[src/hdl/lmi_pkg.sv]
// Purpose: Shared constants and types of the LED matrix scan controller
// Assumes: 10 MHz core clock, registers reached only over the two-wire port
// Notes:   Timing counts are derived from the core clock rate
// Function
// - Answer only bus address 1011010, carried in the first byte's top bits.
// - Lowest address bit zero means write, one means read.
// - Data line is sampled while the clock is steadily high.
// - Data falling with clock high is a start; address compare follows.
// - Matching address is acknowledged by pulling data low on ninth pulse.
// - Register-address byte follows, msb first, and is acknowledged.
// - Every received data byte, msb first, is acknowledged.
// - Data rising with clock high is a stop and ends the transaction.
// - Pointer advances by one during each data byte acknowledge.
// - Pointer keeps advancing for every further byte in a transaction.
// - Read: write address and pointer, repeated start, read address, data.
// - Serial port works at clock rates up to 1 MHz.
// - Shutdown pin low stops all operation.
// - Shutdown pin rising edge resets the serial logic.
// - All rows and columns off for a blanking gap between rows.
// - Lower half of the columns switches on with the row source, upper half shortly after.
// - Each row stays on for a nominal 5 us at the default rate.
// - Support 8x7, 9x6 and 10xn matrices, scanning without host traffic.
// - One global 7-bit current code drives all LEDs.

package lmi_pkg;

    // ------------------------------------------------------------------
    // Bus and register map
    // ------------------------------------------------------------------
    localparam logic [6:0] BUS_ADDR      = 7'h5a;
    localparam int         REG_COUNT     = 16;
    localparam logic [7:0] REG_CFG       = 8'h00;
    localparam logic [7:0] REG_ONOFF_0   = 8'h01;
    localparam logic [7:0] REG_GCC       = 8'h0b;
    localparam logic [7:0] REG_SCAN      = 8'h0c;
    localparam logic [7:0] REG_OS_EN     = 8'h0d;
    localparam logic [7:0] REG_OS_STAT   = 8'h0e;
    localparam logic [7:0] CFG_RESET     = 8'h01;
    localparam logic [7:0] GCC_RESET     = 8'h7f;
    localparam logic [7:0] SCAN_RESET    = 8'h01;
    localparam int         CFG_RUN_BIT   = 0;
    localparam int         CFG_MODE_LSB  = 4;
    localparam int         SCAN_RATE_LSB = 0;

    // ------------------------------------------------------------------
    // Matrix geometry and timing
    // ------------------------------------------------------------------
    localparam int  ROWS_MAX     = 7;
    localparam int  COLS_MAX     = 10;
    localparam real CLK_MHZ      = 10.0;
    localparam real BLANK_US     = 0.18;
    localparam real STAGGER_US   = 0.01;
    localparam real SCAN_US      = 5.0;
    localparam int  BLANK_RAW    = int'($ceil(BLANK_US * CLK_MHZ));
    localparam int  STAGGER_RAW  = int'($ceil(STAGGER_US * CLK_MHZ));
    localparam int  BLANK_CYC    = (BLANK_RAW < 1) ? 1 : BLANK_RAW;
    localparam int  STAGGER_CYC  = (STAGGER_RAW < 1) ? 1 : STAGGER_RAW;
    localparam int  SCAN_CYC     = int'($floor(SCAN_US * CLK_MHZ));
    localparam int  CNT_W        = 16;

    // ------------------------------------------------------------------
    // Types
    // ------------------------------------------------------------------
    typedef enum logic [2:0] {
        ST_IDLE, ST_ADDR, ST_PTR, ST_WDATA, ST_ACK, ST_RDATA, ST_MACK
    } lmi_i2c_e;

    typedef enum logic {PH_BLANK, PH_ON} lmi_phase_e;

    typedef struct packed {
        logic [ROWS_MAX-1:0] row;
        logic [COLS_MAX-1:0] col;
    } lmi_drive_s;

    typedef struct packed {
        logic [2:0]                 scl_sync;
        logic [2:0]                 sda_sync;
        logic [2:0]                 sdn_sync;
        logic                       scl_s;
        logic                       sda_s;
        logic                       sdn_s;
        lmi_i2c_e                   st;
        lmi_i2c_e                   ack_next;
        logic [2:0]                 bit_cnt;
        logic                       full;
        logic [7:0]                 shift;
        logic [7:0]                 ptr;
        logic                       sda_oe_n;
        logic [6:0]                 level;
        logic [REG_COUNT-1:0][7:0]  regs;
    } lmi_top_s;

    typedef struct packed {
        lmi_phase_e       phase;
        logic [CNT_W-1:0] cnt;
        logic [2:0]       row;
        lmi_drive_s       drive;
    } lmi_scan_s;

endpackage : lmi_pkg

[src/hdl/lmi_scan_seq.sv]
// Purpose: Row/column scan sequencer of the LED matrix
// Assumes: Enable and geometry come from the register logic on the same clock
// Notes:   Outputs are registered inside the drive struct

`timescale 1ns/100ps

module lmi_scan_seq #(
    parameter int BLANK_CYC   = lmi_pkg::BLANK_CYC,
    parameter int STAGGER_CYC = lmi_pkg::STAGGER_CYC,
    parameter int SCAN_CYC    = lmi_pkg::SCAN_CYC
) (
    // Clock and reset
    input  wire logic                         clk_i,
    input  wire logic                         rst_i,
    // Control
    input  wire logic                         en_i,
    input  wire logic [2:0]                   row_count_i,
    input  wire logic [3:0]                   col_count_i,
    input  wire logic [6:0]                   rate_mult_i,
    input  wire logic [lmi_pkg::COLS_MAX-1:0]
                      [lmi_pkg::ROWS_MAX-1:0] onoff_i,
    // Drive
    output lmi_pkg::lmi_drive_s               drive_o
);

    lmi_pkg::lmi_scan_s q;
    lmi_pkg::lmi_scan_s d;
    logic [lmi_pkg::CNT_W-1:0] on_len;

    // Slower scan settings stretch the on time of each row
    assign on_len = lmi_pkg::CNT_W'(SCAN_CYC) *
                    lmi_pkg::CNT_W'(rate_mult_i);

    always_comb begin
        d       = q;
        d.drive = '0;
        if (!en_i) begin
            d.phase = lmi_pkg::PH_BLANK;
            d.cnt   = '0;
            d.row   = '0;
        end else begin
            unique case (q.phase)
                lmi_pkg::PH_BLANK: begin
                    d.cnt = q.cnt + lmi_pkg::CNT_W'(1);
                    if (q.cnt == lmi_pkg::CNT_W'(BLANK_CYC - 1)) begin
                        d.phase = lmi_pkg::PH_ON;
                        d.cnt   = '0;
                    end
                end
                lmi_pkg::PH_ON: begin
                    d.cnt = q.cnt + lmi_pkg::CNT_W'(1);
                    if (q.cnt == on_len - lmi_pkg::CNT_W'(1)) begin
                        d.phase = lmi_pkg::PH_BLANK;
                        d.cnt   = '0;
                        if (q.row >= row_count_i - 3'h1) begin
                            d.row = '0;
                        end else begin
                            d.row = q.row + 3'h1;
                        end
                    end
                end
            endcase
            if (d.phase == lmi_pkg::PH_ON) begin
                d.drive.row[d.row] = 1'b1;
                for (int c = 0; c < lmi_pkg::COLS_MAX; c++) begin
                    // Upper half of the sinks lags the lower half
                    d.drive.col[c] = onoff_i[c][d.row] &&
                        (4'(c) < col_count_i) &&
                        ((c < lmi_pkg::COLS_MAX / 2) ||
                         (d.cnt >= lmi_pkg::CNT_W'(STAGGER_CYC)));
                end
            end
        end
    end

    always_ff @(posedge clk_i) begin
        if (rst_i) begin
            q <= '0;
        end else begin
            q <= d;
        end
    end

    assign drive_o = q.drive;

endmodule // lmi_scan_seq

[src/hdl/lmi_ctrl.sv]
// Purpose: Two-wire slave port, register file and scan control of the driver
// Assumes: Pins are asynchronous and pass a three-stage filter
// Notes:   Data pin is open drain: only low is ever driven

`timescale 1ns/100ps

module lmi_ctrl #(
    parameter int BLANK_CYC   = lmi_pkg::BLANK_CYC,
    parameter int STAGGER_CYC = lmi_pkg::STAGGER_CYC,
    parameter int SCAN_CYC    = lmi_pkg::SCAN_CYC
) (
    // Clock and reset
    input  wire logic                         clk_i,
    input  wire logic                         rst_i,
    // Two-wire port
    input  wire logic                         scl_i,
    input  wire logic                         sda_i,
    output logic                              sda_o,
    output logic                              sda_oe_n_o,
    // Shutdown
    input  wire logic                         shutdown_n_pin_i,
    // Matrix drive
    output logic [lmi_pkg::ROWS_MAX-1:0]      row_source_outputs_o,
    output logic [lmi_pkg::COLS_MAX-1:0]      column_sink_outputs_o,
    output logic [6:0]                        current_level_o
);

    // ------------------------------------------------------------------
    // State and reset image
    // ------------------------------------------------------------------
    localparam lmi_pkg::lmi_top_s RESET_IMAGE = '{
        scl_sync : 3'h7,
        sda_sync : 3'h7,
        sdn_sync : 3'h0,
        scl_s    : 1'b1,
        sda_s    : 1'b1,
        sdn_s    : 1'b0,
        st       : lmi_pkg::ST_IDLE,
        ack_next : lmi_pkg::ST_IDLE,
        bit_cnt  : 3'h0,
        full     : 1'b0,
        shift    : 8'h00,
        ptr      : 8'h00,
        sda_oe_n : 1'b1,
        level    : 7'h00,
        regs     : '0
    };

    lmi_pkg::lmi_top_s q;
    lmi_pkg::lmi_top_s d;

    logic scl_rise;
    logic scl_fall;
    logic bus_start;
    logic bus_stop;
    logic sdn_rise;
    logic run;

    // ------------------------------------------------------------------
    // Register helpers
    // ------------------------------------------------------------------
    function automatic logic [7:0] read_reg(
        input lmi_pkg::lmi_top_s s,
        input logic [7:0]        idx
    );
        logic [7:0] v;
        v = 8'h00;
        // Enable register is write only; beyond the map reads zero
        if (idx < 8'(lmi_pkg::REG_COUNT) && idx != lmi_pkg::REG_OS_EN) begin
            v = s.regs[idx[3:0]];
        end
        return v;
    endfunction

    function automatic logic writable(input logic [7:0] idx);
        return (idx < 8'(lmi_pkg::REG_COUNT)) &&
               (idx != lmi_pkg::REG_OS_STAT);
    endfunction

    // ------------------------------------------------------------------
    // Next state
    // ------------------------------------------------------------------
    always_comb begin
        d = q;

        // Three-stage filters; a level counts once stages two and three agree
        d.scl_sync = {q.scl_sync[1:0], scl_i};
        d.sda_sync = {q.sda_sync[1:0], sda_i};
        d.sdn_sync = {q.sdn_sync[1:0], shutdown_n_pin_i};
        if (q.scl_sync[2] == q.scl_sync[1]) begin
            d.scl_s = q.scl_sync[2];
        end
        if (q.sda_sync[2] == q.sda_sync[1]) begin
            d.sda_s = q.sda_sync[2];
        end
        if (q.sdn_sync[2] == q.sdn_sync[1]) begin
            d.sdn_s = q.sdn_sync[2];
        end

        scl_rise  = !q.scl_s && d.scl_s;
        scl_fall  = q.scl_s && !d.scl_s;
        bus_start = q.scl_s && d.scl_s && q.sda_s && !d.sda_s;
        bus_stop  = q.scl_s && d.scl_s && !q.sda_s && d.sda_s;
        sdn_rise  = !q.sdn_s && d.sdn_s;

        if (!d.sdn_s || sdn_rise) begin
            d.st       = lmi_pkg::ST_IDLE;
            d.ack_next = lmi_pkg::ST_IDLE;
            d.bit_cnt  = 3'h0;
            d.full     = 1'b0;
            d.shift    = 8'h00;
            d.ptr      = 8'h00;
            d.sda_oe_n = 1'b1;
        end else if (bus_start) begin
            // A repeated start lands here too and keeps the pointer
            d.st       = lmi_pkg::ST_ADDR;
            d.bit_cnt  = 3'h0;
            d.full     = 1'b0;
            d.sda_oe_n = 1'b1;
        end else if (bus_stop) begin
            d.st       = lmi_pkg::ST_IDLE;
            d.full     = 1'b0;
            d.sda_oe_n = 1'b1;
        end else begin
            unique case (q.st)
                lmi_pkg::ST_IDLE: begin
                    d.sda_oe_n = 1'b1;
                end

                lmi_pkg::ST_ADDR, lmi_pkg::ST_PTR, lmi_pkg::ST_WDATA: begin
                    if (scl_rise) begin
                        d.shift   = {q.shift[6:0], d.sda_s};
                        d.bit_cnt = q.bit_cnt + 3'h1;
                        d.full    = (q.bit_cnt == 3'h7);
                    end
                    if (scl_fall && q.full) begin
                        d.full     = 1'b0;
                        d.bit_cnt  = 3'h0;
                        d.st       = lmi_pkg::ST_ACK;
                        d.sda_oe_n = 1'b0;
                        if (q.st == lmi_pkg::ST_ADDR) begin
                            if (q.shift[7:1] != lmi_pkg::BUS_ADDR) begin
                                d.st       = lmi_pkg::ST_IDLE;
                                d.sda_oe_n = 1'b1;
                            end else if (q.shift[0]) begin
                                d.ack_next = lmi_pkg::ST_RDATA;
                            end else begin
                                d.ack_next = lmi_pkg::ST_PTR;
                            end
                        end else if (q.st == lmi_pkg::ST_PTR) begin
                            d.ptr      = q.shift;
                            d.ack_next = lmi_pkg::ST_WDATA;
                        end else begin
                            if (writable(q.ptr)) begin
                                d.regs[q.ptr[3:0]] = q.shift;
                            end
                            d.ptr      = q.ptr + 8'h01;
                            d.ack_next = lmi_pkg::ST_WDATA;
                        end
                    end
                end

                lmi_pkg::ST_ACK: begin
                    // Release only at the end of the ninth pulse
                    if (scl_fall) begin
                        d.st       = q.ack_next;
                        d.sda_oe_n = 1'b1;
                        if (q.ack_next == lmi_pkg::ST_RDATA) begin
                            d.shift    = read_reg(q, q.ptr);
                            d.sda_oe_n = d.shift[7];
                        end
                    end
                end

                lmi_pkg::ST_RDATA: begin
                    if (scl_fall) begin
                        if (q.bit_cnt == 3'h7) begin
                            d.st       = lmi_pkg::ST_MACK;
                            d.bit_cnt  = 3'h0;
                            d.full     = 1'b0;
                            d.sda_oe_n = 1'b1;
                        end else begin
                            d.shift    = {q.shift[6:0], 1'b0};
                            d.bit_cnt  = q.bit_cnt + 3'h1;
                            d.sda_oe_n = d.shift[7];
                        end
                    end
                end

                lmi_pkg::ST_MACK: begin
                    // Low from the master asks for the next byte
                    if (scl_rise) begin
                        d.full = !d.sda_s;
                    end
                    if (scl_fall) begin
                        d.full = 1'b0;
                        if (q.full) begin
                            d.ptr      = q.ptr + 8'h01;
                            d.shift    = read_reg(q, d.ptr);
                            d.sda_oe_n = d.shift[7];
                            d.st       = lmi_pkg::ST_RDATA;
                        end else begin
                            d.st = lmi_pkg::ST_IDLE;
                        end
                    end
                end

                default: begin
                    d.st       = lmi_pkg::ST_IDLE;
                    d.sda_oe_n = 1'b1;
                end
            endcase
        end

        run     = d.sdn_s && q.regs[lmi_pkg::REG_CFG][lmi_pkg::CFG_RUN_BIT];
        d.level = run ? q.regs[lmi_pkg::REG_GCC][6:0] : 7'h00;
    end

    always_ff @(posedge clk_i) begin
        if (rst_i) begin
            q                            <= RESET_IMAGE;
            q.regs[lmi_pkg::REG_CFG]     <= lmi_pkg::CFG_RESET;
            q.regs[lmi_pkg::REG_GCC]     <= lmi_pkg::GCC_RESET;
            q.regs[lmi_pkg::REG_SCAN]    <= lmi_pkg::SCAN_RESET;
        end else begin
            q <= d;
        end
    end

    // ------------------------------------------------------------------
    // Scan geometry from configuration
    // ------------------------------------------------------------------
    logic [2:0] mode;
    logic [2:0] rate;
    logic [2:0] row_count;
    logic [3:0] col_count;
    logic [6:0] rate_mult;
    logic [lmi_pkg::COLS_MAX-1:0][lmi_pkg::ROWS_MAX-1:0] onoff;

    assign mode = q.regs[lmi_pkg::REG_CFG][lmi_pkg::CFG_MODE_LSB +: 3];
    assign rate = q.regs[lmi_pkg::REG_SCAN][lmi_pkg::SCAN_RATE_LSB +: 3];

    always_comb begin
        row_count = 3'h7;
        col_count = 4'h8;
        unique case (mode)
            3'h0, 3'h7: begin
                row_count = 3'h7;
                col_count = 4'h8;
            end
            3'h1: begin
                row_count = 3'h6;
                col_count = 4'h9;
            end
            3'h2, 3'h3, 3'h4, 3'h5, 3'h6: begin
                row_count = 3'h7 - mode;
                col_count = 4'ha;
            end
        endcase
    end

    // Ratios of the slower scan rates, the two fastest rounded to whole steps
    always_comb begin
        rate_mult = 7'h01;
        unique case (rate)
            3'h0, 3'h1: rate_mult = 7'h01;
            3'h2:       rate_mult = 7'h02;
            3'h3:       rate_mult = 7'h06;
            3'h4:       rate_mult = 7'h0c;
            3'h5:       rate_mult = 7'h19;
            3'h6:       rate_mult = 7'h32;
            3'h7:       rate_mult = 7'h64;
        endcase
    end

    for (genvar c = 0; c < lmi_pkg::COLS_MAX; c++) begin : g_onoff
        assign onoff[c] =
            q.regs[int'(lmi_pkg::REG_ONOFF_0) + c][lmi_pkg::ROWS_MAX-1:0];
    end

    lmi_pkg::lmi_drive_s drive;

    lmi_scan_seq #(
        .BLANK_CYC   (BLANK_CYC),
        .STAGGER_CYC (STAGGER_CYC),
        .SCAN_CYC    (SCAN_CYC)
    ) u_scan (
        .clk_i       (clk_i),
        .rst_i       (rst_i),
        .en_i        (q.sdn_s &&
                      q.regs[lmi_pkg::REG_CFG][lmi_pkg::CFG_RUN_BIT]),
        .row_count_i (row_count),
        .col_count_i (col_count),
        .rate_mult_i (rate_mult),
        .onoff_i     (onoff),
        .drive_o     (drive)
    );

    // ------------------------------------------------------------------
    // Outputs
    // ------------------------------------------------------------------
    assign sda_o                 = 1'b0;
    assign sda_oe_n_o            = q.sda_oe_n;
    assign row_source_outputs_o  = drive.row;
    assign column_sink_outputs_o = drive.col;
    assign current_level_o       = q.level;

endmodule // lmi_ctrl

[config.mk]
export PLATFORM = sky130hd
export DESIGN_NAME = lmi_ctrl
export DESIGN_NICKNAME = d
export VERILOG_FILES = /design/src/hdl/lmi_pkg.sv /design/src/hdl/lmi_scan_seq.sv /design/src/hdl/lmi_ctrl.sv
export SDC_FILE = /design/constraint.sdc
export NUM_CORES = 1
export LEC_CHECK = 0
export ABC_AREA = 1
export BUFFER_PORTS_ARGS = -buffer_cell sky130_fd_sc_hd__buf_2
export CELL_PAD_IN_SITES_DETAIL_PLACEMENT = 0
export CELL_PAD_IN_SITES_GLOBAL_PLACEMENT = 1
export CORE_MARGIN = 5
export CORE_UTILIZATION = 40
export DETAILED_ROUTE_END_ITERATION = 12
export PLACE_DENSITY = 0.79
export SKIP_LAST_GASP = 1
export SYNTH_ARGS = -nofsm -noshare
export SYNTH_HDL_FRONTEND = slang
export SYNTH_SLANG_ARGS = --single-unit
export TNS_END_PERCENT = 30
[constraint.sdc]
create_clock -name clk_i -period 4.9 [get_ports clk_i]
set_input_delay 1.225 -clock clk_i [delete_from_list [all_inputs] [get_ports clk_i]]
set_output_delay 1.225 -clock clk_i [all_outputs]
set_load 0.005 [all_outputs]
==> flow_metrics.tcl <==
set metrics [dict create \
    outcome "finished clean" \
    core-area_sq_mm 0.03245 \
    setup_viol 0 \
    cp.arrival_ns 4.93 \
    portBuffers 29 \
    worstPathRequired_ns 5.33 \
    hold_viol 0 \
    netlist_top_cells_area "dfxtp_1, nand2_1, nor2_1" \
    clock_skew_ns 0.01508 \
    synth_area_leader_cell "dfxtp_1" \
    io_pins 31 \
    clockBufferDepth 3 \
    cts_root_buf "clkbuf_16" \
    cellPowerDensity_mw_per_mm2 266.0 \
    ys_ff_latch 218 \
    antenna_found_initial 1 \
    clkTransAtPathRegs_ns 0.06 \
    finalPower_w 0.003793 \
    grt_max_degree 88 \
    hold_buffers 0 \
    synth_area_sq_mm 0.01309 \
    numCtsBuffers 27 \
    antenna_left 0 \
    crit_path_max_fanout 8 \
    syn_to_final_growth_pct 8.987 \
    r2r_start "rate_mult[2]" \
    clock.fmax_ghz 0.2220 \
    final_common_cell "nand2_1" \
    cts_sinks 218 \
    drv_slew 0 \
    rsz0062_at_grt "yes" \
    drtPass1Iterations 8 \
    yosysWarningCount 0 \
    hp-start "d[166]" \
    synth_cells 1944 \
    crit_path_start "rate_mult[2]" \
    synth-async-reset-ratio_pct 0 \
    cts_tree "built" \
    p_leak_nw 5.923 \
    drc_errors 0 \
    relSlewSlack_pct 18.74 \
    grt_usage_pct 22.09 \
    critPathKind "reg2reg" \
    final_cell_mix "nand2_1, nor2_1, dfxtp_1, inv_1, o21ai_0" \
    gr-max-usage-layer "met2" \
    met2_usage_pct 34.58 \
    grt_pass1_wl_mm 64.86 \
    ir_worst_vdd_mv 0.2613 \
    dp_hpwl_mm 29.44 \
    synth.net_count 2001 \
    chipHeight_um 190.9 \
    antenna_cells 0 \
    initial_utilization_pct 40.32 \
    fin_crit_sh_pct 91.93 \
    post_drt_via_cell_ratio 5.437 \
    synth_ff_type "dfxtp_1" \
    die_w_um 190.9 \
    htree_levels 1 \
    num_rows 66 \
    hold_class "reg2reg" \
    use_met3_pct 3.350 \
    drive_above_1_share_pct 7.042 \
    n_fill_cell 3439 \
    tightest_slew_ns 1.214 \
    start_kind "flip-flop" \
    clock_latency_ns 0.54 \
    routabilityCongestion 0.8976 \
    synth_edf_count 0 \
    wirelength_mm 40.93 \
    drtIter0Drc 1151 \
    avgSynthCellArea_sq_um 6.732 \
    place_area_sq_mm 0.01336 \
    dieArea_sq_mm 0.03643 \
    period_minus_slack_ns 4.505 \
    fin_area_sq_mm 0.01426 \
    synth_top_area_share_pct 33.35 \
    grt_overflow 0 \
    fin_nets 1955 \
    via_count 12827 \
    synth.distinct_cells 54 \
    grt_pass1_vias 11649 \
    endpoint_kind "flip-flop" \
    maxCapViolations 0 \
    wire_per_inst_um 17.35 \
    grtUsageMet1_pct 31.46 \
    ys_seq_area_share_pct 33.35 \
]
==> registers in the layout, summed over array words and instances (netlist names) <==
name / cells
d: 6
q: 87
sda_oe_n_o: 1
u_scan.drive_o: 17
current_level_o: 7
onoff: 70
u_scan.q: 20
mode: 3
rate_mult: 7
==> cells in the mapped netlist, types with 3 or more instances <==
master and count:
buf_4 27, o21ai_0 154, nand2_2 3, clkbuf_1 87
nor3_1 19, o21ai_1 7, nand3b_1 5, dfxtp_1 218
o22ai_1 6, nand3_1 90, nand2_1 367, o211ai_1 20
buf_2 6, nor2_2 4, buf_1 6, nor4_1 6
ha_1 50, clkinv_1 4, xor2_1 14, nand3_2 3
a221oi_1 9, o21a_1 3, o311ai_0 13, inv_2 3
a21oi_1 137, or2_2 8, a211oi_1 124, nand4_1 19
xnor2_1 5, buf_6 3, o31ai_1 3, inv_1 203
a22o_1 4, o41ai_1 4, nor2_1 282
==> worst max-delay path, cell delays in order, from the launching register on <==
cell and delay (ns):
dfxtp_1 0.41, inv_1 0.09, ha_1 0.28, ha_1 0.28, ha_1 0.31, inv_1 0.06
fa_1 0.57, inv_1 0.06, nor2_1 0.12, nand3_1 0.14, nor2_1 0.18, nand3_2 0.12
nor2_2 0.14, nand2_1 0.12, o21ai_2 0.21, inv_2 0.06, nor2_4 0.14, nand4_1 0.19
nand2_1 0.13, nand2_2 0.15, nor2_2 0.30, nand2_1 0.08, nand2_1 0.08, clkinv_1 0.05
nand2_1 0.05, nor2_1 0.04
==> metal layers <==
metal | vias up | part of all wire [%]
met1 | 5914 | 46
li1 | 6442 | -
met3 | 75 | 7.4
met2 | 394 | 43
met4 | 2 | 3.2
met5 | - | 0.017
==> metrics by stage <==
step,util [%],hold slack (ns),TNS (ns),setup WS (ns),cells
after global placement,41.18,0.4036,0,0.4888,2311
after CTS,43.90,0.4224,0,0.2961,2359
final,43.95,0.4126,0,0.3954,2359
after detailed placement,41.18,0.4053,0,0.3270,2311
after floorplan,-,0.3883,0,0.9752,1944
after global routing,43.95,0.4266,-0.1145,-0.03595,2359
==> logic make-up (layout without fill, tap and decap cells) <==
kind of cell / count (synthesis) / in the layout / share of synthesized area (%)
AND/OR/NAND/NOR: 813 / 813 / 25.98
AO/OA/AOI/OAI: 502 / 502 / 23.56
buffers and inverters: 339 / 312 / 10.73
flip-flops: 218 / 218 / 33.35
adder cells (fa/ha/maj): 52 / 52 / 5.087
XOR/XNOR: 19 / 19 / 1.272
other: 1 / 1 / 0.02866
==> worst paths after layout <==
| kind | end | slack, ns | cells after the start |
|---|---|---|---|
| worst max register to register | u_scan.drive_o[6] | 0.40 | 25 |
| worst min-delay path | d[167] | 0.41 | 2 |
| worst max-delay path | u_scan.drive_o[6] | 0.40 | 25 |
| worst min register to register | d[167] | 0.41 | 2 |
==> power breakdown <==
part	internal, W	total [W]	switching, W
sequential	0.00178	0.00178	0.00000112
combinational	0.00000468	0.0000281	0.0000234
clock	0.00119	0.00199	0.000803
==> cell type report <==
type / instances / area, sq um / share of cell area [%]
multi-input cells: 1387 / 7330 / 51.39
flip-flops and latches: 218 / 4368 / 30.63
inverters: 210 / 788.3 / 5.527
clock buffers: 33 / 748.2 / 5.246
well taps: 442 / 553.0 / 3.878
repair buffers: 54 / 339.1 / 2.377
clock inverters: 15 / 136.4 / 0.9562
==> what timing repair did <==
action,CTS,global route
setup endpoints to repair,0,10
setup buffers,0,0
gates resized for setup,0,3
Power figures use the tool's default switching activity.
